### config.mk
export PLATFORM = sky130hd
export DESIGN_NAME = rsr_top
export DESIGN_NICKNAME = d
export VERILOG_FILES = /design/src/rtl/rsr_pkg.sv /design/src/rtl/rsr_top.sv /design/src/rtl/rsr_wait_timer.sv
export VERILOG_INCLUDE_DIRS = /design/src /design/src/rtl
export SDC_FILE = /design/constraint.sdc
export NUM_CORES = 1
export LEC_CHECK = 0
export CORE_ASPECT_RATIO = 1.5
export CORE_UTILIZATION = 35
export DETAILED_ROUTE_END_ITERATION = 8
export DONT_BUFFER_PORTS = 1
export PLACE_DENSITY_LB_ADDON = 0.2
export SLEW_MARGIN = 20
export SYNTH_ARGS = -nofsm -noshare
export SYNTH_HDL_FRONTEND = slang
export SYNTH_HIERARCHICAL = 1
export SYNTH_SLANG_ARGS = --single-unit
### constraint.sdc
create_clock -name clk_i -period 3.32 [get_ports clk_i]
set_clock_uncertainty 0.2 [all_clocks]
set_input_delay 0 -clock clk_i [delete_from_list [all_inputs] [get_ports clk_i]]
set_output_delay 0 -clock clk_i [all_outputs]
set_load 0.01 [all_outputs]
### src/rtl/rsr_regs.svh
`ifndef RSR_REGS_SVH
`define RSR_REGS_SVH
// ****************************************************************
// register offsets (byte addresses, one word each)
// ****************************************************************
`define RSR_OFS_CAUSE 8'h00
`define RSR_OFS_SETTLE 8'h04
`define RSR_OFS_CTRL 8'h08
`define RSR_OFS_STATUS 8'h0c
// ****************************************************************
// field positions
// ****************************************************************
`define RSR_CAUSE_WDT 0
`define RSR_CAUSE_LVD 1
`define RSR_CAUSE_PIN 2
`define RSR_CTRL_XTAL 0
`define RSR_CTRL_PINPORT 1
`define RSR_SETTLE_W 3
// ****************************************************************
// reset values
// ****************************************************************
`define RSR_CAUSE_RST 8'h00
`define RSR_SETTLE_RST 3'h0
`define RSR_CTRL_RST 2'h0
// ****************************************************************
// timing
// ****************************************************************
`define RSR_CLK_NS 20
`define RSR_STOP_NS 34000
`define RSR_PIN_MIN_NS 2000
`define RSR_WDT_HOLD 8
`endif

### src/rtl/rsr_pkg.sv
package rsr_pkg;
    // ****************************************************************
    // types
    // ****************************************************************
    typedef enum logic [1:0] {
        ST_RUN,
        ST_STOP,
        ST_STOP_WAIT,
        ST_SETTLE
    } rsr_state_type;

    // one bit per reset source
    typedef struct packed {
        logic pin;
        logic power_on_clear;
        logic lvd;
        logic wdt;
    } rsr_src_type;
endpackage

### src/rtl/rsr_top.sv
// The register offsets and the strobed register port are this design's own decisions.
`timescale 1ns/1ps
`include "rsr_regs.svh"

// Function
// pending unmasked interrupt ends standby at once
// stop release waits fixed 34 us
// resonator clock adds selected settle wait
// external reset pin held low 2 us
// any reset stops system and slow clocks
// pin-as-port low still resets before reread
// pin-as-port reset holds while pin low
// detector reset leaves the detector untouched
// watchdog reset also resets the watchdog
// cause flags read only as whole word
// power-on-clear clears cause flags to zero
module rsr_top #(
    parameter int NUM_IRQ = 8,
    parameter int SETTLE_LOG2_BASE = 10,
    parameter int TIMER_W = 18
) (
    input wire logic clk_i,
    input wire logic reset_i,
    input wire logic reset_pin_n_i,
    input wire logic power_on_clear_i,
    input wire logic low_voltage_detector_i,
    input wire logic wdt_overflow_i,
    input wire logic option_ref_i,
    input wire logic stop_req_i,
    input wire logic [NUM_IRQ-1:0] irq_flag_i,
    input wire logic [NUM_IRQ-1:0] irq_mask_i,
    input wire logic [7:0] addr_i,
    input wire logic [31:0] wdata_i,
    input wire logic write_i,
    input wire logic read_i,
    output logic [31:0] rdata_o,
    output logic sys_reset_o,
    output logic sys_clk_stop_o,
    output logic slow_osc_stop_o,
    output logic lvd_reset_o,
    output logic wdt_reset_o,
    output logic cpu_run_o
);
    // ****************************************************************
    // constants and checks
    // ****************************************************************
    localparam int STOP_CYC_I = `RSR_STOP_NS / `RSR_CLK_NS;
    localparam logic [TIMER_W-1:0] STOP_CYC = TIMER_W'(STOP_CYC_I);
    localparam int PIN_MIN_CYC = (`RSR_PIN_MIN_NS + `RSR_CLK_NS - 1) / `RSR_CLK_NS;
    localparam int HOLD_CYC = `RSR_WDT_HOLD;

    generate
        if (NUM_IRQ < 1 || SETTLE_LOG2_BASE < 1 ||
            SETTLE_LOG2_BASE + 7 >= TIMER_W || STOP_CYC_I >= (1 << TIMER_W))
        begin : g_chk
            $error("rsr_top: parameters out of range");
        end
    endgenerate

    // settle wait in cycles from the 3-bit select code
    function automatic logic [TIMER_W-1:0] settle_cycles(input logic [2:0] sel);
        settle_cycles = TIMER_W'(1) << (SETTLE_LOG2_BASE + int'(sel));
    endfunction

    // ****************************************************************
    // pin synchronisers
    // ****************************************************************
    logic [1:0] pin_sync_reg;
    logic [1:0] poc_sync_reg;
    logic [1:0] lvd_sync_reg;

    // analogue and pin sources come from outside the clock domain
    always_ff @(posedge clk_i or posedge reset_i)
    begin
        if (reset_i)
        begin
            pin_sync_reg <= 2'h3; // idle level of the pin, no false low after reset
            poc_sync_reg <= 2'h3;
            lvd_sync_reg <= 2'h0;
        end
        else
        begin
            pin_sync_reg <= {pin_sync_reg[0], reset_pin_n_i};
            poc_sync_reg <= {poc_sync_reg[0], power_on_clear_i};
            lvd_sync_reg <= {lvd_sync_reg[0], low_voltage_detector_i};
        end
    end

    logic pin_low;
    logic poc_act;
    logic lvd_act;
    assign pin_low = !pin_sync_reg[1];
    assign poc_act = poc_sync_reg[1];
    assign lvd_act = lvd_sync_reg[1];

    // ****************************************************************
    // register file
    // ****************************************************************
    logic [7:0] cause_reg;
    logic [2:0] settle_reg;
    logic [1:0] ctrl_reg;
    logic [31:0] rdata_reg;
    rsr_pkg::rsr_state_type state_reg;
    rsr_pkg::rsr_state_type state_next;
    rsr_pkg::rsr_src_type src;
    logic xtal_mode;
    logic pin_port;

    assign xtal_mode = ctrl_reg[`RSR_CTRL_XTAL];
    assign pin_port = ctrl_reg[`RSR_CTRL_PINPORT];

    // config survives internal resets, power-on-clear returns it to default
    always_ff @(posedge clk_i or posedge reset_i)
    begin
        if (reset_i)
        begin
            settle_reg <= `RSR_SETTLE_RST;
            ctrl_reg <= `RSR_CTRL_RST;
        end
        else if (poc_act)
        begin
            settle_reg <= `RSR_SETTLE_RST;
            ctrl_reg <= `RSR_CTRL_RST;
        end
        else if (write_i && addr_i == `RSR_OFS_SETTLE)
            settle_reg <= wdata_i[2:0];
        else if (write_i && addr_i == `RSR_OFS_CTRL)
            ctrl_reg <= wdata_i[1:0];
    end

    // read data one cycle after the strobe; whole-word only, no side effects
    always_ff @(posedge clk_i or posedge reset_i)
    begin
        if (reset_i)
            rdata_reg <= 32'h0;
        else if (read_i)
        begin
            case (addr_i)
                `RSR_OFS_CAUSE: rdata_reg <= {24'h0, cause_reg};
                `RSR_OFS_SETTLE: rdata_reg <= {29'h0, settle_reg};
                `RSR_OFS_CTRL: rdata_reg <= {30'h0, ctrl_reg};
                `RSR_OFS_STATUS: rdata_reg <= {28'h0, sys_reset_o, 2'(state_reg), cpu_run_o};
                default: rdata_reg <= 32'h0;
            endcase
        end
        else
            rdata_reg <= 32'h0;
    end
    assign rdata_o = rdata_reg;

    // ****************************************************************
    // reset sources
    // ****************************************************************
    logic armed_reg;
    logic [3:0] hold_reg;

    // pin-as-port window opens at power-on-clear release, closes on reread
    always_ff @(posedge clk_i or posedge reset_i)
    begin
        if (reset_i)
            armed_reg <= 1'b1;
        else if (poc_act)
            armed_reg <= 1'b1;
        else if (option_ref_i && !pin_low)
            armed_reg <= 1'b0;
    end

    // watchdog overflow is a pulse, stretched into a reset of fixed length
    always_ff @(posedge clk_i or posedge reset_i)
    begin
        if (reset_i)
            hold_reg <= 4'h0;
        else if (wdt_overflow_i)
            hold_reg <= 4'(HOLD_CYC);
        else if (hold_reg != 4'h0)
            hold_reg <= hold_reg - 4'h1;
    end

    // a port-mode pin resets only inside the window, then for as long as low
    assign src.pin = pin_low && (!pin_port || armed_reg);
    assign src.power_on_clear = poc_act;
    assign src.lvd = lvd_act;
    assign src.wdt = (hold_reg != 4'h0);

    logic rst_any;
    assign rst_any = src.pin || src.power_on_clear || src.lvd || src.wdt;

    // cause flags: set wins over power-on-clear clear only for later sources
    always_ff @(posedge clk_i or posedge reset_i)
    begin
        if (reset_i)
            cause_reg <= `RSR_CAUSE_RST;
        else if (src.power_on_clear)
            cause_reg <= `RSR_CAUSE_RST;
        else
        begin
            if (wdt_overflow_i)
                cause_reg[`RSR_CAUSE_WDT] <= 1'b1;
            if (src.lvd)
                cause_reg[`RSR_CAUSE_LVD] <= 1'b1;
            if (src.pin)
                cause_reg[`RSR_CAUSE_PIN] <= 1'b1;
        end
    end

    // ****************************************************************
    // stop mode sequencer
    // ****************************************************************
    logic pending;
    logic tmr_load;
    logic [TIMER_W-1:0] tmr_val;
    logic tmr_done;
    logic tmr_busy;

    assign pending = |(irq_flag_i & ~irq_mask_i);

    // pending request at entry goes straight into the release wait
    always_comb
    begin
        state_next = state_reg;
        tmr_load = 1'b0;
        tmr_val = STOP_CYC;
        case (state_reg)
            rsr_pkg::ST_RUN:
                if (stop_req_i)
                begin
                    state_next = rsr_pkg::ST_STOP_WAIT;
                    tmr_load = pending;
                    if (!pending)
                        state_next = rsr_pkg::ST_STOP;
                end
            rsr_pkg::ST_STOP:
                if (pending)
                begin
                    state_next = rsr_pkg::ST_STOP_WAIT;
                    tmr_load = 1'b1;
                end
            rsr_pkg::ST_STOP_WAIT:
                if (tmr_done)
                begin
                    state_next = rsr_pkg::ST_RUN;
                    if (xtal_mode)
                    begin
                        state_next = rsr_pkg::ST_SETTLE;
                        tmr_load = 1'b1;
                        tmr_val = settle_cycles(settle_reg);
                    end
                end
            rsr_pkg::ST_SETTLE:
                if (tmr_done)
                    state_next = rsr_pkg::ST_RUN;
            default:
                state_next = rsr_pkg::ST_RUN;
        endcase
    end

    // any reset aborts standby
    always_ff @(posedge clk_i or posedge reset_i)
    begin
        if (reset_i)
            state_reg <= rsr_pkg::ST_RUN;
        else if (rst_any)
            state_reg <= rsr_pkg::ST_RUN;
        else
            state_reg <= state_next;
    end

    rsr_wait_timer #(
        .W(TIMER_W)
    ) u_timer (
        .clk_i(clk_i),
        .reset_i(reset_i),
        .clear_i(rst_any),
        .load_i(tmr_load),
        .load_val_i(tmr_val),
        .busy_o(tmr_busy),
        .done_o(tmr_done)
    );

    // ****************************************************************
    // outputs
    // ****************************************************************
    // registered so downstream sees clean levels; reset_i forces all resets on
    always_ff @(posedge clk_i or posedge reset_i)
    begin
        if (reset_i)
        begin
            sys_reset_o <= 1'b1;
            sys_clk_stop_o <= 1'b1;
            slow_osc_stop_o <= 1'b1;
            lvd_reset_o <= 1'b1;
            wdt_reset_o <= 1'b1;
            cpu_run_o <= 1'b0;
        end
        else
        begin
            sys_reset_o <= rst_any;
            sys_clk_stop_o <= rst_any || state_next != rsr_pkg::ST_RUN;
            slow_osc_stop_o <= rst_any;
            lvd_reset_o <= src.pin || src.power_on_clear || src.wdt;
            wdt_reset_o <= rst_any;
            cpu_run_o <= !rst_any && state_next == rsr_pkg::ST_RUN;
        end
    end

    // ****************************************************************
    // assertions
    // ****************************************************************
    // cycles spent in the release wait; too long for a delay range
    logic [TIMER_W-1:0] wait_cnt_reg;

    always_ff @(posedge clk_i or posedge reset_i)
    begin
        if (reset_i)
            wait_cnt_reg <= '0;
        else if (state_reg == rsr_pkg::ST_STOP_WAIT && !rst_any)
            wait_cnt_reg <= wait_cnt_reg + TIMER_W'(1);
        else
            wait_cnt_reg <= '0;
    end
endmodule // rsr_top

### src/rtl/rsr_wait_timer.sv
`timescale 1ns/1ps
// down-counter: load a count, done pulses on the last cycle
module rsr_wait_timer #(
    parameter int W = 18
) (
    input wire logic clk_i,
    input wire logic reset_i,
    input wire logic clear_i,
    input wire logic load_i,
    input wire logic [W-1:0] load_val_i,
    output logic busy_o,
    output logic done_o
);
    logic [W-1:0] cnt_reg;

    generate
        if (W < 11)
        begin : g_chk
            $error("rsr_wait_timer: W too small for the stop interval");
        end
    endgenerate

    // count down to zero; clear wins over load
    always_ff @(posedge clk_i or posedge reset_i)
    begin
        if (reset_i)
            cnt_reg <= '0;
        else if (clear_i)
            cnt_reg <= '0;
        else if (load_i)
            cnt_reg <= load_val_i;
        else if (cnt_reg != '0)
            cnt_reg <= cnt_reg - 1'b1;
    end

    assign busy_o = (cnt_reg != '0);
    // done must not look at load: the caller derives its load from done
    assign done_o = (cnt_reg == {{(W-1){1'b0}}, 1'b1}) && !clear_i;
endmodule // rsr_wait_timer

# [Word level (Yosys, flattened, before mapping)]
# Index checks and enable logic that the tools add are counted.
[word_totals] output_inout_bits=38 regBits=75
[op_classes] n_mux=34 add_sub_neg=3 n_reduce_logical=31 eq_ne=8 shifts=1 bitwise_logic=2
[op_table] op="18-bit two-way mux" count=6
[op_table] op="32-bit two-way mux" count=1
[op_table] op="2-bit two-way mux" count=10
[op_table] op="18-bit by 1-bit == test with 1-bit output, second input constant" count=1
[op_table] op="18-bit nonzero test" count=1
[op_table] op="1-bit by 5-bit left shift with 18-bit output, first input constant" count=1
[op_table] op="18-bit by 1-bit subtractor with 18-bit output, second input constant" count=1
[op_table] op="8-bit by 4-bit == test with 1-bit output, second input constant" count=2
[op_table] op="4-bit case mux with 4 select lines" count=1
[op_table] op="2-bit nonzero test" count=8
[op_table] op="1-bit two-way mux" count=9
[op_table] op="3-bit two-way mux" count=3
[op_table] op="8-bit bitwise AND" count=1
[op_table] op="8-bit by 3-bit == test with 1-bit output, second input constant" count=1
[op_table] op="8-bit logical NOT" count=1
[op_table] op="4-bit two-way mux" count=2
[op_table] op="8-bit NOT" count=1
[op_table] op="2-bit case mux with 4 select lines" count=1
[op_table] op="8-bit OR reduction" count=1
[op_table] op="1-bit logical AND" count=6
[op_table] op="1-bit logical OR" count=6
[op_table] op="4-bit by 3-bit adder with 5-bit output, first input constant" count=1
[op_table] op="2-bit == test, second input constant" count=2
[op_table] op="2-bit logical NOT" count=2
[op_table] op="other kinds (8)" count=10

# [Longest topological paths before layout]
[logic_depth] word_depth=12 depth_mapped=15 depth_no_buf=14

# [Hierarchy]
# Netlist, hierarchy kept.
[by_module_without_submodules] module="rsr_top" cells_each=162 seq_area_each_um2=735.7 n_inst=1 area_per_inst_um2=1639.1
[by_module_without_submodules] module="rsr_wait_timer" cells_each=124 seq_area_each_um2=450.4 n_inst=1 area_per_inst_um2=1133.6

# [Worst setup path after synthesis]
# No wires, ideal clock.
[synth_path] path_type="flip-flop to flip-flop" startpoint="register hold_reg[0]" endpoint="register u_timer.cnt_reg[15]" stages_incl_launch_ff=16 synth_period_minus_slack_ns=3.119 setup_slack_ns=0.201 required_time_ns=2.997 n_path_buf=1 t_arrival_ns=2.796 path_cell_list="dfrtp_1 -> inv_1 -> ha_1 -> nor4b_4 -> o21ai_2 -> or2_1 -> nand3b_1 -> nor3_1 -> and3_1 -> inv_2 -> o31ai_1 -> buf_2 -> inv_2 -> o311a_2 -> a211oi_1 -> nor2_1"
[synth_via] elab_chain_cells=8 word_cells_on_any_way=11 cone_classes="6 x mux; 5 x reduce/logical"
[synth_lines] element="start, declared" line="rsr_top.sv:155" rtl="logic [3:0] hold_reg;"
[synth_lines] element="start signal, assigned" line="rsr_top.sv:174" rtl="hold_reg <= 4'(HOLD_CYC);"
[synth_lines] element="start signal, assigned" line="rsr_top.sv:176" rtl="hold_reg <= hold_reg - 4'h1;"
[synth_lines] element="4-bit nonzero test *" line="rsr_top.sv:183" rtl="assign src.wdt = (hold_reg != 4'h0);"
[synth_lines] element="1-bit logical OR *" line="rsr_top.sv:186" rtl="assign rst_any = src.pin || src.power_on_clear || src.lvd || src.wdt;"
[synth_lines] element="named net rst_any" line="rsr_top.sv:185" rtl="logic rst_any;"
[synth_lines] element="1-bit logical NOT *" line="rsr_wait_timer.sv:38" rtl="assign done_o = (cnt_reg == {{(W-1){1'b0}}, 1'b1}) && !clear_i;"
[synth_lines] element="1-bit logical AND *" line="rsr_wait_timer.sv:38"
[synth_lines] element="named net tmr_done" line="rsr_top.sv:212" rtl="logic tmr_done;"
[synth_lines] element="1-bit two-way mux *" line="rsr_top.sv:239" rtl="if (tmr_done)"
[synth_lines] element="1-bit case mux with 3 select lines *" line="rsr_top.sv:223" rtl="case (state_reg)"
[synth_lines] element="named net tmr_load" line="rsr_top.sv:210" rtl="logic tmr_load;"
[synth_lines] element="18-bit two-way mux" line="rsr_wait_timer.sv:30" rtl="else if (load_i)"
[synth_lines] element="18-bit two-way mux" line="rsr_wait_timer.sv:28" rtl="else if (clear_i)"
[synth_lines] element="end signal, assigned" line="rsr_wait_timer.sv:31" rtl="cnt_reg <= load_val_i;"
[synth_lines] element="end signal, assigned" line="rsr_wait_timer.sv:33" rtl="cnt_reg <= cnt_reg - 1'b1;"
[synth_lines] element="end, declared" line="rsr_wait_timer.sv:14" rtl="logic [W-1:0] cnt_reg;"
# The timed path passes the listed nets; every way through them passes the cells marked *.
# A chain may end at the register's enable or synchronous reset.

# [Final worst setup path]
[layout_path] startpoint="register hold_reg[0]" endpoint="register u_timer.cnt_reg[5]"
# Same word-level chain as after synthesis.

==> reports/qor.yml <==
setup_path:
  end_kind: "flop"
  cp.required_ps: 3300
  cp_top_family: "simple AND/OR/NAND/NOR gates"
  critical_path_class: "reg -> reg"
  rrSetupSlack_ps: 280
  r2r-start: "hold_reg[0]"
  cp.arrival_ps: 3020
  cp-start-kind: "flop"
  cp_slowest_cell: "dfrtp_1"
  crit_fanout: 8
  path_cells: "inv_1 -> ha_1 -> nor4b_4 -> o21ai_2 -> or2_1 -> nand3b_1 -> nor3_2 -> and3_1 -> inv_2 -> o31ai_2 -> buf_4 -> a21oi_1 -> a221oi_1"
  reg2reg_depth: 13
  crit_cells: 13
  cp_slowest_stage_delay_ps: 400
  path_buf_inv: 3
  r2r_end: "u_timer/cnt_reg[5]"
synthesis:
  synth_top_cells_by_count: "dfrtp_1, nor2_1, buf_4, nand2_1, inv_1"
  syn_area_um2: 2770
  yosysWarnings: 6
  synth_edf_count: 0
  async_reset_ff_frac: 1.00
  synth_cell_types: 58
  ys.flop_type: "dfrtp_1"
  postSynthAreaPerCell_um2: 9.69
  syn_inst: 286
  synth_largest_area_cell: "dfrtp_1"
  ys_seq_area_frac: 0.428
  synth_area_leaders: "dfrtp_1, buf_4, dfstp_2, nor2_1, xnor2_1"
  synth_top_area_share: 0.352
  yosys_register_bits: 47
sta:
  fin_setup_tns_ps: 0
  tightestPinTransition_ps: 748
  fin_crit_ps: 3040
  drv_slew: 0
  setup_viol: 0
  hold_violations: 0
  rsz0062_at_grt: "false"
  min_period_over_period: 0.916
  finalWorstSetupSlack_ps: 280
  relSlewSlack: 0.501
  fmax_mhz: 329
place:
  dp_hpwl_um: 4330
  place.gp.congestion: 0.812
  place_ws_ps: 171
  port_buffers: 0
clock_network:
  path_clk_slew_ps: 60
  cts_inserted_buffers: 5
  clock-sinks: 47
  htreeDepth: 2
  tritoncts: "yes"
  clockRootBuffer: "clkbuf_16"
  cts_buffer_depth: 2
  clock_latency_ps: 290
drt:
  wl_per_cell_um: 13.8
  drc: 0
  first_pass_iters: 4
  drt_iter0_markers: 108
  antenna_left: 0
  routed_wl_um: 5950
  vias: 2058
  vias_per_cell: 4.79
power:
  power.density_nw_per_um2: 443
  leakagePower_nw: 1.53
  ir_worst_vdd_mv: 0.308
layout:
  drive_gt1_frac: 0.155
  largest_reg_flops: 18
  layout.nets: 397
  syn2layout_area_growth_pct: 17.6
  antenna_cells: 0
floorplan:
  die_w_um: 74.7
  initial_core_util: 0.362
  rows: 39
  die_h_um: 111
  core-area_um2: 7660
  die-area_um2: 8290
  io_pins: 104
outcome:
  status: "finished clean"
grt:
  grt_pass1_wl_um: 9960
  antenna_found_initial: 0
  grt_pass1_vias: 2098
  grt_overflow: 0
  grt_usage: 0.158
  grt_max_degree: 26
hold_path:
  min_path_type: "in -> async"
run:
  maxCapViolCount: 0
## routing by layer
| metal | share of wire | track usage | up-vias |
|---|---|---|---|
| met2 | 0.56 | 0.289 | 33 |
| met5 | 0 | 0 | - |
| met3 | 0.032 | 0.0345 | 11 |
| met1 | 0.38 | 0.167 | 1007 |
| met4 | 0.024 | 0.0654 | 0 |
| li1 | - | - | 1007 |
## timing repair
item / in CTS / in global routing
endpoints found under the setup margin: 0 / 8
hold buffers: 28 / 0
hold endpoints to repair: 56 / 0
gates resized for setup: 0 / 1
setup buffers: 0 / 0
## layout make-up
type	count	area [um2]
fill	773	4400
clock buffer	6	129
timing repair buffer	37	348
tap	102	128
sequential	47	1190
inverter	18	67.6
multi-input combinational	218	1390
clock inverter	2	12.5
## worst max path at each step
stage,startpoint,endpoint,slack [ps]
CTS,hold_reg[0],u_timer/cnt_reg[15],170
detailed placement,hold_reg[0],u_timer/cnt_reg[15],170
floorplan,hold_reg[0],u_timer/cnt_reg[15],200
finish,hold_reg[0],u_timer/cnt_reg[5],280
global placement,hold_reg[0],u_timer/cnt_reg[15],180
global route,hold_reg[0],u_timer/cnt_reg[5],9
## per-stage QoR
stage | cells | cell area, um2 | total power [mW] | hold slack, ps | util
floorplan | 318 | 2890 | 0.913 | -261 | -
global placement | 394 | 2830 | 0.937 | -195 | 0.370
detailed placement | 394 | 2830 | 0.942 | -195 | 0.370
CTS | 430 | 3250 | 1.47 | 46.2 | 0.425
global route | 430 | 3260 | 1.53 | 54.5 | 0.425
finish | 430 | 3260 | 1.44 | 42.5 | 0.425
## logic make-up after synthesis
| group | synth area share |
|---|---|
| XOR/XNOR | 0.0442 |
| AO/OA/AOI/OAI | 0.0997 |
| AND/OR/NAND/NOR | 0.234 |
| buffers and inverters | 0.118 |
| flip-flops | 0.428 |
| adder cells (fa/ha/maj) | 0.0181 |
| multiplexers | 0.0569 |
| other | 0.00135 |
## where the power goes
group / switching (mW) / total, mW / internal, mW
Sequential: 0.0414 / 0.654 / 0.612
Clock: 0.212 / 0.490 / 0.278
Combinational: 0.151 / 0.299 / 0.148
## layout by cell type (no fill, tap or decap), types with 6 or more instances in the layout
cell type / count
nor2_1: 39
dfrtp_1: 39
conb_1: 33
dlygate4sd3_1: 28
nand2_1: 22
inv_1: 15
xnor2_1: 14
a21oi_1: 12
mux2i_1: 9
buf_4: 9
dfstp_2: 8
nor3_1: 7
nor2b_1: 6
(Power assumes the default switching activity.)
